<file path="config.mk">
export PLATFORM = sky130hd
export DESIGN_NAME = mts_timer_top
export DESIGN_NICKNAME = d
export VERILOG_FILES = /design/src/verilog/mts_pkg.sv /design/src/verilog/mts_gp_lane.sv /design/src/verilog/mts_timer_top.sv
export VERILOG_INCLUDE_DIRS = /design/src /design/src/verilog
export SDC_FILE = /design/constraint.sdc
export NUM_CORES = 2
export LEC_CHECK = 0
export BUFFER_PORTS_ARGS = -buffer_cell sky130_fd_sc_hd__buf_2
export CAP_MARGIN = 20
export CORE_MARGIN = 8
export CORE_UTILIZATION = 45
export DETAILED_ROUTE_END_ITERATION = 10
export GPL_TIMING_DRIVEN = 0
export SETUP_SLACK_MARGIN = 0.05
export SYNTH_ARGS = -nofsm -noshare
export SYNTH_HDL_FRONTEND = slang
export SYNTH_SLANG_ARGS = --single-unit
</file>
<file path="constraint.sdc">
create_clock -name clk -period 13 [get_ports clk]
set_input_delay 2.6 -clock clk [delete_from_list [all_inputs] [get_ports clk]]
set_output_delay 2.6 -clock clk [all_outputs]
set_load 0.1 [all_outputs]
</file>
<file path="src/verilog/mts_cfg.svh">
// mts_cfg.svh: offsets, field positions, reset values and timing counts
// assumes a single 100 MHz system clock drives the whole timer block
`ifndef MTS_CFG_SVH
`define MTS_CFG_SVH

// ------------------------------------------------------------------
// timing
// ------------------------------------------------------------------
`define MTS_CLK_HZ      100000000
`define MTS_LF_HZ       32768
`define MTS_LF_DIV      (`MTS_CLK_HZ / `MTS_LF_HZ)
`define MTS_RAT_HZ      4000000
`define MTS_RAT_DIV     (`MTS_CLK_HZ / `MTS_RAT_HZ)
`define MTS_GP_HZ       48000000
`define MTS_GP_DIV_MIN  ((`MTS_CLK_HZ + `MTS_GP_HZ - 1) / `MTS_GP_HZ)

// ------------------------------------------------------------------
// register byte offsets
// ------------------------------------------------------------------
`define MTS_A_CTRL      8'h00
`define MTS_A_RTC_INC   8'h04
`define MTS_A_RTC_CAL   8'h08
`define MTS_A_RTC_HI    8'h0C
`define MTS_A_RTC_LO    8'h10
`define MTS_A_RTC_CMP0  8'h14
`define MTS_A_IRQ_STAT  8'h20
`define MTS_A_IRQ_MASK  8'h24
`define MTS_A_RAT_CNT   8'h28
`define MTS_A_RAT_TRIG  8'h2C
`define MTS_A_GP_DIV    8'h30
`define MTS_A_GP_BASE   8'h40
`define MTS_A_GP_END    8'hC0

// ------------------------------------------------------------------
// fields and reset values
// ------------------------------------------------------------------
`define MTS_CTRL_RTC_EN   0
`define MTS_CTRL_DBG_RUN  1
`define MTS_CTRL_LF_PIN   2
`define MTS_CTRL_RAT_SYNC 3
`define MTS_CTRL_CH_LSB   4
`define MTS_CTRL_RST      32'h00000001
`define MTS_RTC_INC_RST   32'h00800000
`define MTS_RTC_CMP_LSB   22
`define MTS_GP_DIV_RST    8'h02
`define MTS_IRQ_W         20

`endif

</file>
<file path="src/verilog/mts_pkg.sv">
// mts_pkg: types shared by the timer subsystem files
// assumes nothing beyond the standard language
package mts_pkg;

	typedef enum logic [1:0] {
		MTS_PM_ACTIVE,
		MTS_PM_IDLE,
		MTS_PM_STANDBY,
		MTS_PM_SHUTDOWN
	} mts_pm_t;

	typedef enum logic [2:0] {
		MTS_GP_ONESHOT,
		MTS_GP_PERIODIC,
		MTS_GP_PWM,
		MTS_GP_EDGE_TIME,
		MTS_GP_EDGE_COUNT
	} mts_gp_mode_t;

	typedef struct packed {
		logic         en;
		logic         wide;
		mts_gp_mode_t mode;
		logic [31:0]  load;
		logic [31:0]  match;
	} mts_gp_cfg_t;

	typedef struct packed {
		logic [31:0] cnt;
		logic [31:0] cap;
		logic        tout;
		logic        capt;
		logic        out;
	} mts_gp_sts_t;

endpackage

</file>
<file path="src/verilog/mts_gp_lane.sv">
// mts_gp_lane: one general purpose down counter, 16 or 32 bits wide
// assumes tick is a one-cycle enable and evt is already synchronised
module mts_gp_lane (
	input  wire logic                 clk,
	input  wire logic                 nrst,
	input  wire logic                 tick,
	input  wire logic                 pwr_ok,
	input  wire logic                 evt,
	input  wire mts_pkg::mts_gp_cfg_t cfg,
	output wire mts_pkg::mts_gp_sts_t sts
);

	logic [31:0] cnt_q, cnt_d, cap_q, msk, cnt_m;
	logic        run_q, run_d, evt_q, tout_q, tout_d;
	logic        capt_q, out_q, out_d, edge_r, zero, step;
	logic        is_one, is_pwm, is_etime, is_ecnt;

	// ------------------------------------------------------------------
	// decode
	// ------------------------------------------------------------------
	assign msk      = cfg.wide ? 32'hFFFFFFFF : 32'h0000FFFF;
	assign cnt_m    = cnt_q & msk;
	assign zero     = (cnt_m == 32'h00000000);
	assign is_one   = (cfg.mode == mts_pkg::MTS_GP_ONESHOT);
	assign is_pwm   = (cfg.mode == mts_pkg::MTS_GP_PWM);
	assign is_etime = (cfg.mode == mts_pkg::MTS_GP_EDGE_TIME);
	assign is_ecnt  = (cfg.mode == mts_pkg::MTS_GP_EDGE_COUNT);
	// stopped outside active and idle, edges included
	assign edge_r   = evt & ~evt_q & pwr_ok;
	assign step     = is_ecnt ? edge_r : (tick & pwr_ok);

	always_comb begin
		cnt_d  = cnt_q;
		run_d  = run_q;
		tout_d = 1'b0;
		if (!cfg.en) begin
			cnt_d = cfg.load & msk;
			run_d = 1'b1;
		end else if (step && run_q) begin
			if (zero) begin
				tout_d = 1'b1;
				if (is_one)
					run_d = 1'b0;
				else
					cnt_d = cfg.load & msk;
			end else begin
				cnt_d = (cnt_q - 32'h00000001) & msk;
			end
		end
	end

	// pwm high while the count sits at or below the match value
	assign out_d = is_pwm ? (cfg.en && cnt_m <= (cfg.match & msk))
	                      : (cfg.en & run_q);

	// ------------------------------------------------------------------
	// state
	// ------------------------------------------------------------------
	always_ff @(posedge clk or negedge nrst) begin
		if (!nrst) begin
			cnt_q  <= 32'h00000000;
			cap_q  <= 32'h00000000;
			run_q  <= 1'b0;
			evt_q  <= 1'b0;
			tout_q <= 1'b0;
			capt_q <= 1'b0;
			out_q  <= 1'b0;
		end else begin
			cnt_q  <= cnt_d;
			run_q  <= run_d;
			evt_q  <= evt;
			tout_q <= tout_d;
			capt_q <= cfg.en & is_etime & edge_r;
			if (cfg.en && is_etime && edge_r)
				cap_q <= cnt_m;
			out_q  <= out_d;
		end
	end

	assign sts = '{cnt: cnt_q, cap: cap_q, tout: tout_q,
	               capt: capt_q, out: out_q};

endmodule

</file>
<file path="src/verilog/mts_timer_top.sv">
// mts_timer_top: rtc, four split-able general purpose units, radio timer
// assumes an avalon-mm master on clk; pins arrive unsynchronised
//
// Functional notes
// - rtc is a 70-bit counter with three compare channels on lf ticks.
// - rtc counts in every power mode except shutdown.
// - a signed calibration term corrects rc oscillator drift.
// - increment per tick is programmable for non 32.768 kHz clocks.
// - rtc halts during debugger halt unless software allows running.
// - each unit runs as one 32-bit or two 16-bit counters.
// - counter ticks never exceed 48 MHz from the fast clock.
// - modes: one-shot, periodic, pwm, edge timing, edge counting.
// - counter inputs and outputs connect to the event fabric.
// - general purpose counters run only in active and idle.
// - radio timer is 32 bits, 4 MHz, giving the network time.
// - radio timer resyncs to the rtc at radio on, off, or request.
// - after resync the radio timer looks as if it never stopped.
// - radio timer compare starts the commanded action on match.
// - lf clock is nominally 32.768 kHz, internal or from a pin.
//
// Added by the designer: the Avalon-MM slave port and the address map.
`include "mts_cfg.svh"

module mts_timer_top (
	input  wire logic             clk,
	input  wire logic             nrst,
	input  wire logic [7:0]       address,
	input  wire logic             read,
	input  wire logic             write,
	input  wire logic [31:0]      writedata,
	output wire logic [31:0]      readdata,
	output wire logic             waitrequest,
	input  wire mts_pkg::mts_pm_t pwr_mode,
	input  wire logic             dbg_halt,
	input  wire logic             lf_pin,
	input  wire logic             radio_on,
	input  wire logic [7:0]       evt_in,
	output wire logic [2:0]       rtc_evt,
	output wire logic [7:0]       gp_evt,
	output wire logic [7:0]       gp_out,
	output wire logic             rat_trig,
	output wire logic [31:0]      rat_time,
	output wire logic             irq
);

	// ------------------------------------------------------------------
	// decode helpers
	// ------------------------------------------------------------------
	function automatic logic gp_hit(input logic [7:0] a);
		gp_hit = (a >= `MTS_A_GP_BASE) && (a < `MTS_A_GP_END);
	endfunction

	function automatic logic [2:0] gp_lane(input logic [7:0] a);
		logic [7:0] off;
		off = a - `MTS_A_GP_BASE;
		gp_lane = off[6:4];
	endfunction

	// ------------------------------------------------------------------
	// pin synchronisers
	// ------------------------------------------------------------------
	logic [9:0] sy1_q, sy2_q;
	logic       lfp_q, dbg_s, lfp_s;
	logic [7:0] evt_s;

	always_ff @(posedge clk or negedge nrst) begin
		if (!nrst) begin
			sy1_q <= 10'h000;
			sy2_q <= 10'h000;
			lfp_q <= 1'b0;
		end else begin
			sy1_q <= {dbg_halt, lf_pin, evt_in};
			sy2_q <= sy1_q;
			lfp_q <= sy2_q[8];
		end
	end

	assign evt_s = sy2_q[7:0];
	assign lfp_s = sy2_q[8];
	assign dbg_s = sy2_q[9];

	// ------------------------------------------------------------------
	// bus slave: one wait state, registered read data
	// ------------------------------------------------------------------
	logic        ack_q, wr_en, rd_ld;
	logic [31:0] rdata_q, rd_mux;

	assign waitrequest = (read | write) & ~ack_q;
	assign wr_en       = write & ack_q;
	assign rd_ld       = read & ~ack_q;
	assign readdata    = rdata_q;

	// ------------------------------------------------------------------
	// software registers
	// ------------------------------------------------------------------
	logic [31:0]                ctrl_q, inc_q, trig_q;
	logic [31:0]                cmp_q [3];
	logic [15:0]                cal_q;
	logic [7:0]                 gdiv_q;
	logic [`MTS_IRQ_W-1:0]      stat_q, mask_q, ev;
	mts_pkg::mts_gp_cfg_t       lcfg_q [8];
	logic                       sync_wr, trig_wr;

	assign sync_wr = wr_en && address == `MTS_A_CTRL &&
	                 writedata[`MTS_CTRL_RAT_SYNC];
	assign trig_wr = wr_en && address == `MTS_A_RAT_TRIG;

	always_ff @(posedge clk or negedge nrst) begin
		if (!nrst) begin
			ctrl_q <= `MTS_CTRL_RST;
			inc_q  <= `MTS_RTC_INC_RST;
			cal_q  <= 16'h0000;
			trig_q <= 32'h00000000;
			gdiv_q <= `MTS_GP_DIV_RST;
			mask_q <= '0;
			for (int i = 0; i < 3; i++)
				cmp_q[i] <= 32'h00000000;
			for (int i = 0; i < 8; i++)
				lcfg_q[i] <= '0;
		end else if (wr_en) begin
			if (address == `MTS_A_CTRL)
				ctrl_q <= writedata & ~(32'h1 << `MTS_CTRL_RAT_SYNC);
			else if (address == `MTS_A_RTC_INC)
				inc_q <= writedata;
			else if (address == `MTS_A_RTC_CAL)
				cal_q <= writedata[15:0];
			else if (address >= `MTS_A_RTC_CMP0 &&
			         address < `MTS_A_IRQ_STAT)
				cmp_q[address[3:2] - 2'd1] <= writedata;
			else if (address == `MTS_A_IRQ_MASK)
				mask_q <= writedata[`MTS_IRQ_W-1:0];
			else if (trig_wr)
				trig_q <= writedata;
			else if (address == `MTS_A_GP_DIV)
				gdiv_q <= writedata[7:0];
			else if (gp_hit(address)) begin
				if (address[3:2] == 2'd0) begin
					lcfg_q[gp_lane(address)].en   <= writedata[0];
					lcfg_q[gp_lane(address)].wide <= writedata[1];
					lcfg_q[gp_lane(address)].mode <=
						mts_pkg::mts_gp_mode_t'(writedata[6:4]);
				end else if (address[3:2] == 2'd1)
					lcfg_q[gp_lane(address)].load <= writedata;
				else if (address[3:2] == 2'd2)
					lcfg_q[gp_lane(address)].match <= writedata;
			end
		end
	end

	// ------------------------------------------------------------------
	// low frequency tick: internal divider or pin clock
	// ------------------------------------------------------------------
	logic [11:0] lfdiv_q;
	logic        lf_int, lf_tick;

	assign lf_int  = (lfdiv_q == 12'(`MTS_LF_DIV - 1));
	assign lf_tick = ctrl_q[`MTS_CTRL_LF_PIN] ? (lfp_s & ~lfp_q)
	                                           : lf_int;

	// ------------------------------------------------------------------
	// real-time clock
	// ------------------------------------------------------------------
	logic [69:0] rtc_q, rtc_d;
	logic [31:0] win_q, win_d;
	logic [2:0]  rtc_hit, rtc_ev_q;
	logic        rtc_run;

	// shutdown removes the always-on domain, so the count stops there
	assign rtc_run = ctrl_q[`MTS_CTRL_RTC_EN] &&
	                 pwr_mode != mts_pkg::MTS_PM_SHUTDOWN &&
	                 (!dbg_s || ctrl_q[`MTS_CTRL_DBG_RUN]);
	assign rtc_d   = rtc_q + {38'h0, inc_q} +
	                 {{54{cal_q[15]}}, cal_q};
	assign win_q   = rtc_q[`MTS_RTC_CMP_LSB+31:`MTS_RTC_CMP_LSB];
	assign win_d   = rtc_d[`MTS_RTC_CMP_LSB+31:`MTS_RTC_CMP_LSB];

	generate
		for (genvar c = 0; c < 3; c++) begin : g_ch
			// crossing test, since a large increment may skip the value
			assign rtc_hit[c] = lf_tick && rtc_run &&
				ctrl_q[`MTS_CTRL_CH_LSB+c] &&
				win_q < cmp_q[c] && win_d >= cmp_q[c];
		end
	endgenerate

	always_ff @(posedge clk or negedge nrst) begin
		if (!nrst) begin
			lfdiv_q  <= 12'h000;
			rtc_q    <= 70'h0;
			rtc_ev_q <= 3'h0;
		end else begin
			lfdiv_q  <= lf_int ? 12'h000 : lfdiv_q + 12'h001;
			if (lf_tick && rtc_run)
				rtc_q <= rtc_d;
			rtc_ev_q <= rtc_hit;
		end
	end

	assign rtc_evt = rtc_ev_q;

	// ------------------------------------------------------------------
	// general purpose units
	// ------------------------------------------------------------------
	logic [7:0]           gdcnt_q, gdiv_eff;
	logic                 gp_tick, gp_pwr;
	mts_pkg::mts_gp_cfg_t lcfg_e [8];
	mts_pkg::mts_gp_sts_t lsts [8];

	// clamp keeps the tick at or below 48 MHz from the 100 MHz clock
	assign gdiv_eff = (gdiv_q < 8'(`MTS_GP_DIV_MIN - 1)) ?
	                  8'(`MTS_GP_DIV_MIN - 1) : gdiv_q;
	assign gp_tick  = (gdcnt_q >= gdiv_eff);
	assign gp_pwr   = pwr_mode == mts_pkg::MTS_PM_ACTIVE ||
	                  pwr_mode == mts_pkg::MTS_PM_IDLE;

	always_ff @(posedge clk or negedge nrst) begin
		if (!nrst)
			gdcnt_q <= 8'h00;
		else
			gdcnt_q <= gp_tick ? 8'h00 : gdcnt_q + 8'h01;
	end

	generate
		for (genvar i = 0; i < 8; i++) begin : g_lane
			if (i % 2 == 0) begin : g_lo
				assign lcfg_e[i] = lcfg_q[i];
			end else begin : g_hi
				// upper half is folded into the lower lane in wide mode
				always_comb begin
					lcfg_e[i]      = lcfg_q[i];
					lcfg_e[i].wide = 1'b0;
					lcfg_e[i].en   = lcfg_q[i].en &
					                 ~lcfg_q[i-1].wide;
				end
			end
			mts_gp_lane u_lane (
				.clk    (clk),
				.nrst   (nrst),
				.tick   (gp_tick),
				.pwr_ok (gp_pwr),
				.evt    (evt_s[i]),
				.cfg    (lcfg_e[i]),
				.sts    (lsts[i])
			);
			assign gp_evt[i] = lsts[i].tout;
			assign gp_out[i] = lsts[i].out;
		end
	endgenerate

	// ------------------------------------------------------------------
	// radio timer
	// ------------------------------------------------------------------
	logic [4:0]  rdiv_q;
	logic [31:0] rat_q, off_q, conv;
	logic [70:0] rat_prod;
	logic        rad_q, arm_q, fire, fire_q, rat_tick;
	logic        go_on, go_off;

	assign rat_tick = (rdiv_q == 5'(`MTS_RAT_DIV - 1));
	// rtc time in 2^-16 s units scaled to 4 MHz counts
	assign rat_prod = rtc_q[69:22] * 23'(`MTS_RAT_HZ);
	assign conv     = rat_prod[47:16];
	assign go_on    = (radio_on & ~rad_q) | (sync_wr & radio_on);
	assign go_off   = ~radio_on & rad_q;
	assign fire     = arm_q & radio_on & (rat_q == trig_q);

	always_ff @(posedge clk or negedge nrst) begin
		if (!nrst) begin
			rdiv_q <= 5'h00;
			rat_q  <= 32'h00000000;
			off_q  <= 32'h00000000;
			rad_q  <= 1'b0;
			arm_q  <= 1'b0;
			fire_q <= 1'b0;
		end else begin
			rdiv_q <= rat_tick ? 5'h00 : rdiv_q + 5'h01;
			rad_q  <= radio_on;
			if (go_off)
				off_q <= rat_q - conv;
			if (go_on)
				rat_q <= conv + off_q;
			else if (radio_on && rat_tick)
				rat_q <= rat_q + 32'h00000001;
			if (trig_wr)
				arm_q <= 1'b1;
			else if (fire)
				arm_q <= 1'b0;
			fire_q <= fire;
		end
	end

	assign rat_trig = fire_q;
	assign rat_time = rat_q;

	// ------------------------------------------------------------------
	// interrupts: set wins over a write-one clear
	// ------------------------------------------------------------------
	generate
		for (genvar i = 0; i < 8; i++) begin : g_ev
			assign ev[3+i]  = lsts[i].tout;
			assign ev[11+i] = lsts[i].capt;
		end
	endgenerate
	assign ev[2:0] = rtc_ev_q;
	assign ev[19]  = fire_q;

	always_ff @(posedge clk or negedge nrst) begin
		if (!nrst)
			stat_q <= '0;
		else if (wr_en && address == `MTS_A_IRQ_STAT)
			stat_q <= (stat_q & ~writedata[`MTS_IRQ_W-1:0]) | ev;
		else
			stat_q <= stat_q | ev;
	end

	assign irq = |(stat_q & mask_q);

	// ------------------------------------------------------------------
	// read mux
	// ------------------------------------------------------------------
	mts_pkg::mts_gp_sts_t rs;
	mts_pkg::mts_gp_cfg_t rc;
	assign rs = lsts[gp_lane(address)];
	assign rc = lcfg_q[gp_lane(address)];

	always_comb begin
		rd_mux = 32'h00000000;
		if (address == `MTS_A_CTRL)
			rd_mux = ctrl_q;
		else if (address == `MTS_A_RTC_INC)
			rd_mux = inc_q;
		else if (address == `MTS_A_RTC_CAL)
			rd_mux = {16'h0000, cal_q};
		else if (address == `MTS_A_RTC_HI)
			rd_mux = rtc_q[69:38];
		else if (address == `MTS_A_RTC_LO)
			rd_mux = rtc_q[37:6];
		else if (address >= `MTS_A_RTC_CMP0 && address < `MTS_A_IRQ_STAT)
			rd_mux = (address[3:2] == 2'd0) ? 32'h00000000
			                                : cmp_q[address[3:2] - 2'd1];
		else if (address == `MTS_A_IRQ_STAT)
			rd_mux = {12'h000, stat_q};
		else if (address == `MTS_A_IRQ_MASK)
			rd_mux = {12'h000, mask_q};
		else if (address == `MTS_A_RAT_CNT)
			rd_mux = rat_q;
		else if (address == `MTS_A_RAT_TRIG)
			rd_mux = trig_q;
		else if (address == `MTS_A_GP_DIV)
			rd_mux = {24'h000000, gdiv_q};
		else if (gp_hit(address)) begin
			if (address[3:2] == 2'd0)
				rd_mux = {25'h0, rc.mode, 2'h0, rc.wide, rc.en};
			else if (address[3:2] == 2'd1)
				rd_mux = rc.load;
			else if (address[3:2] == 2'd2)
				rd_mux = rc.match;
			else
				rd_mux = (rc.mode == mts_pkg::MTS_GP_EDGE_TIME) ?
				         rs.cap : rs.cnt;
		end
	end

	always_ff @(posedge clk or negedge nrst) begin
		if (!nrst) begin
			ack_q   <= 1'b0;
			rdata_q <= 32'h00000000;
		end else begin
			ack_q <= (read | write) & ~ack_q;
			if (rd_ld)
				rdata_q <= rd_mux;
		end
	end

endmodule
</file>
==> results.toml <==
[power_and_ir_drop]
ir_drop_v = 0.0001643
p_leak_nw = 51.10
p_per_area_nw_per_um2 = 144.1
power_w = 0.01528

[hold_path]
min_from = "sy1_q[0]"
hp-class = "reg2reg"

[floorplan]
die_h_um = 475.4
coreArea_um2 = 209800
rows = 168
ios = 143
die_w_um = 475.4
initial_core_util_pct = 45.27
dieArea_um2 = 226000

[clock_tree]
cts_buffers = 171
cts_sinks = 1450
cts_tree = "done"
h-tree-depth = 4
cts_root_buf = "clkbuf_16"
clockBufferDepth = 3
postCtsSetupRepairBufs = 0
holdBufCountCts = 0
path_clk_slew_ns = 0.06
cts-resized-gates = 0
clk_latency_ns = 0.87

[critical_path]
reg2reg_depth = 33
slowest_delay_ns = 1.00
startpoint_type = "flip-flop"
path_buf_inv = 5
crit_cells = 33
ff2ff_setup_slack_ns = 2.67
crit_slowest_cell = "dfrtp_1"
worstPathArrival_ns = 11.02
critical_path_required_ns = 13.69
critical-path-top-delay-family = "adder cells"
cp-endpoint = "off_q[31]"
cp-end-kind = "flip-flop"
r2r_start = "rtc_q[28]"
r2r-end = "off_q[31]"
path_class = "reg2reg"
critPathMaxFanout = 10
startpoint = "rtc_q[28]"

[synth]
synth_nets = 10188
synth_edf_count = 0
ys.flop_type = "dfrtp_1"
yosysWarningCount = 0
yosysSeqAreaShare_pct = 38.21
synth_cells = 9260
synth_top_family_by_area = "multiplexers"
async_reset_ff_share_pct = 100.0
synth_fa_ha_area_share_pct = 12.82
ys_types = 97
mappedNetlistArea_um2 = 94970
syn_area_per_cell_um2 = 10.26
synth_compound_area_share_pct = 12.99
synthSimpleGateAreaFrac_pct = 11.99
muxShareOfSynthArea_pct = 17.20
synth_xor_area_share_pct = 2.121
synth_seq_cells = 1450

[run_status]
status = "completed"

[timing]
setup_viol = 0
finalSetupTns_ns = 0
worst_slack_ns = 2.672
hold_violations = 0
clock_skew_ns = 0.04012
rsz0062_at_grt = "false"
post-route-min-period_ns = 10.33
fmax_mhz = 96.83
timing.slew.headroom_pct = 11.77
drv_slew = 0
worstMarginPinSlew_ns = 1.323
min_period_over_period_pct = 79.44

[grt]
grt_max_degree = 157
grtUsageTotal_pct = 38.72
antenna_found_initial = 43
grt_first_pass_wirelength_um = 619800
grt_overflow = 0
grt_pass1_vias = 79807

[placement]
dp_hpwl_um = 358500
io_buffers = 139
preCtsSetupSlack_ns = 2.754
routabilityCongestion = 1.072

[route]
wirelength_um = 446100
routed-wl-met3_um = 35070
drtAntennaViolNets = 0
met1Wirelength_um = 166500
drt_iter0_drc = 8757
vias = 80721
viasPerCell = 6.408
dr_wl_met2_um = 199500
top_layer_used = "met5"
wl_per_cell_um = 35.41
drc = 0
drt_pass1_iterations = 8

[finish]
nFillCells = 19353
area_delta_synth_final_pct = 11.70
final_cell_mix = "dfrtp_1 (1446), nand2_1 (934), mux2_2 (873), ha_1 (701), o21ai_0 (631)"
drive_above_1_share_pct = 18.43
final_common_cell = "dfrtp_1"
nNetsFinal = 10550

[job]
drv_cap = 0
## area by class of cell
| type | instances | area (µm²) | area share, % |
|---|---|---|---|
| multi-input cells | 6706 | 54270 | 51.15 |
| flip-flops and latches | 1450 | 36290 | 34.21 |
| clock buffers | 232 | 4908 | 4.627 |
| well taps | 2805 | 3510 | 3.308 |
| plain buffers | 520 | 2257 | 2.128 |
| inverters | 584 | 2192 | 2.066 |
| repair buffers | 189 | 1559 | 1.470 |
| clock inverters | 79 | 1023 | 0.9648 |
| diodes | 31 | 77.57 | 0.07312 |
## stage by stage
step	hold slack [ns]	util (%)	std cells	instance area, µm²
2_1_floorplan	0.3312	-	9260	94970
3_3_place_gp	0.3355	47.28	12204	99180
3_5_place_dp	0.3347	47.66	12245	99970
4_1_cts	0.3475	50.48	12556	105900
5_1_grt	0.3544	50.54	12572	106000
6_report	0.3454	50.57	12596	106100
## per-layer routing
layer,vias to the layer above,global-route usage [%]
met5,-,0
met3,1252,7.712
met2,4308,60.70
met1,41036,46.66
li1,34115,-
met4,10,30.76
## state kept, by name, indices dropped and copies added, names as in the netlist, 12 cells and up
signal / cells
stat_q: 20
rat_time: 32
off_q: 32
mask_q: 20
lfdiv_q: 12
lcfg_e: 544
g_lane.u_lane.cap_q: 192
cal_q: 16
readdata: 32
ctrl_q: 31
cmp_q: 96
g_lane.u_lane.cnt_q: 192
inc_q: 32
rtc_q: 70
trig_q: 32
## cell usage after synthesis (all sizes together) (15+ instances only)
| master | instances | area share (%) |
|---|---|---|
| buf | 169 | 0.98 |
| nand4 | 117 | 0.77 |
| nand2 | 938 | 3.7 |
| a22o | 20 | 0.18 |
| or2 | 17 | 0.11 |
| and4 | 15 | 0.14 |
| nor2b | 99 | 0.65 |
| mux2 | 873 | 10 |
| nand2b | 95 | 0.63 |
| xor2 | 114 | 1.1 |
| o21a | 67 | 0.53 |
| o21bai | 23 | 0.18 |
| a211oi | 48 | 0.38 |
| a31oi | 53 | 0.35 |
| a21o | 177 | 1.4 |
| ha | 701 | 9.2 |
| fa | 170 | 3.6 |
| a221oi | 60 | 0.55 |
| mux2i | 87 | 0.92 |
| a221o | 20 | 0.21 |
| inv | 584 | 2.3 |
| o31ai | 52 | 0.41 |
| and2 | 95 | 0.63 |
| nand3 | 186 | 0.99 |
| dfrtp | 1447 | 38 |
| or3 | 51 | 0.35 |
| mux4 | 250 | 5.9 |
| o21ai | 674 | 3.6 |
| clkbuf | 351 | 1.4 |
| nor3 | 165 | 0.91 |
| o211ai | 34 | 0.27 |
| o311ai | 32 | 0.30 |
| o221ai | 19 | 0.18 |
| xnor2 | 116 | 1.1 |
| nor4 | 69 | 0.47 |
| and3 | 54 | 0.36 |
| or4 | 16 | 0.14 |
| nor2 | 409 | 1.6 |
| nor3b | 26 | 0.22 |
| a21oi | 557 | 2.9 |
| o22ai | 29 | 0.19 |
| a22oi | 39 | 0.31 |
## worst min-delay path by stage
stage,end,cells past startpoint
2_1_floorplan,sy2_q[0],0
3_3_place_gp,sy2_q[0],0
3_5_place_dp,sy2_q[0],0
4_1_cts,sy2_q[0],0
5_1_grt,sy2_q[4],0
6_report,sy2_q[0],0
## worst reg2reg max path: cells and delay by family, from the launching register on
kind	cells	cell delay, ns
AOI/OAI and AO/OA	15	3.60
xor gates and xnor gates	2	0.74
DFF	1	1.00
buffers and inverters	5	0.84
adders and majority gates	8	3.60
and+or+nand+nor	3	0.43
## cell families (layout without fill, tap and decap cells)
logic type	count (synthesis)	count (layout)
compound gates	2013	2013
xor+xnor	230	230
fa+ha+maj	871	871
buf+inv	1104	1604
flops	1450	1450
mux	1210	1210
other cells	0	31
simple gates	2382	2382
## power breakdown
group          internal, W  switching, W  leakage, nW
combinational      0.00145       0.00294         28.5
sequential         0.00490      0.000813         19.7
clock              0.00302       0.00216         2.92
Power figures use the tool's default switching activity.
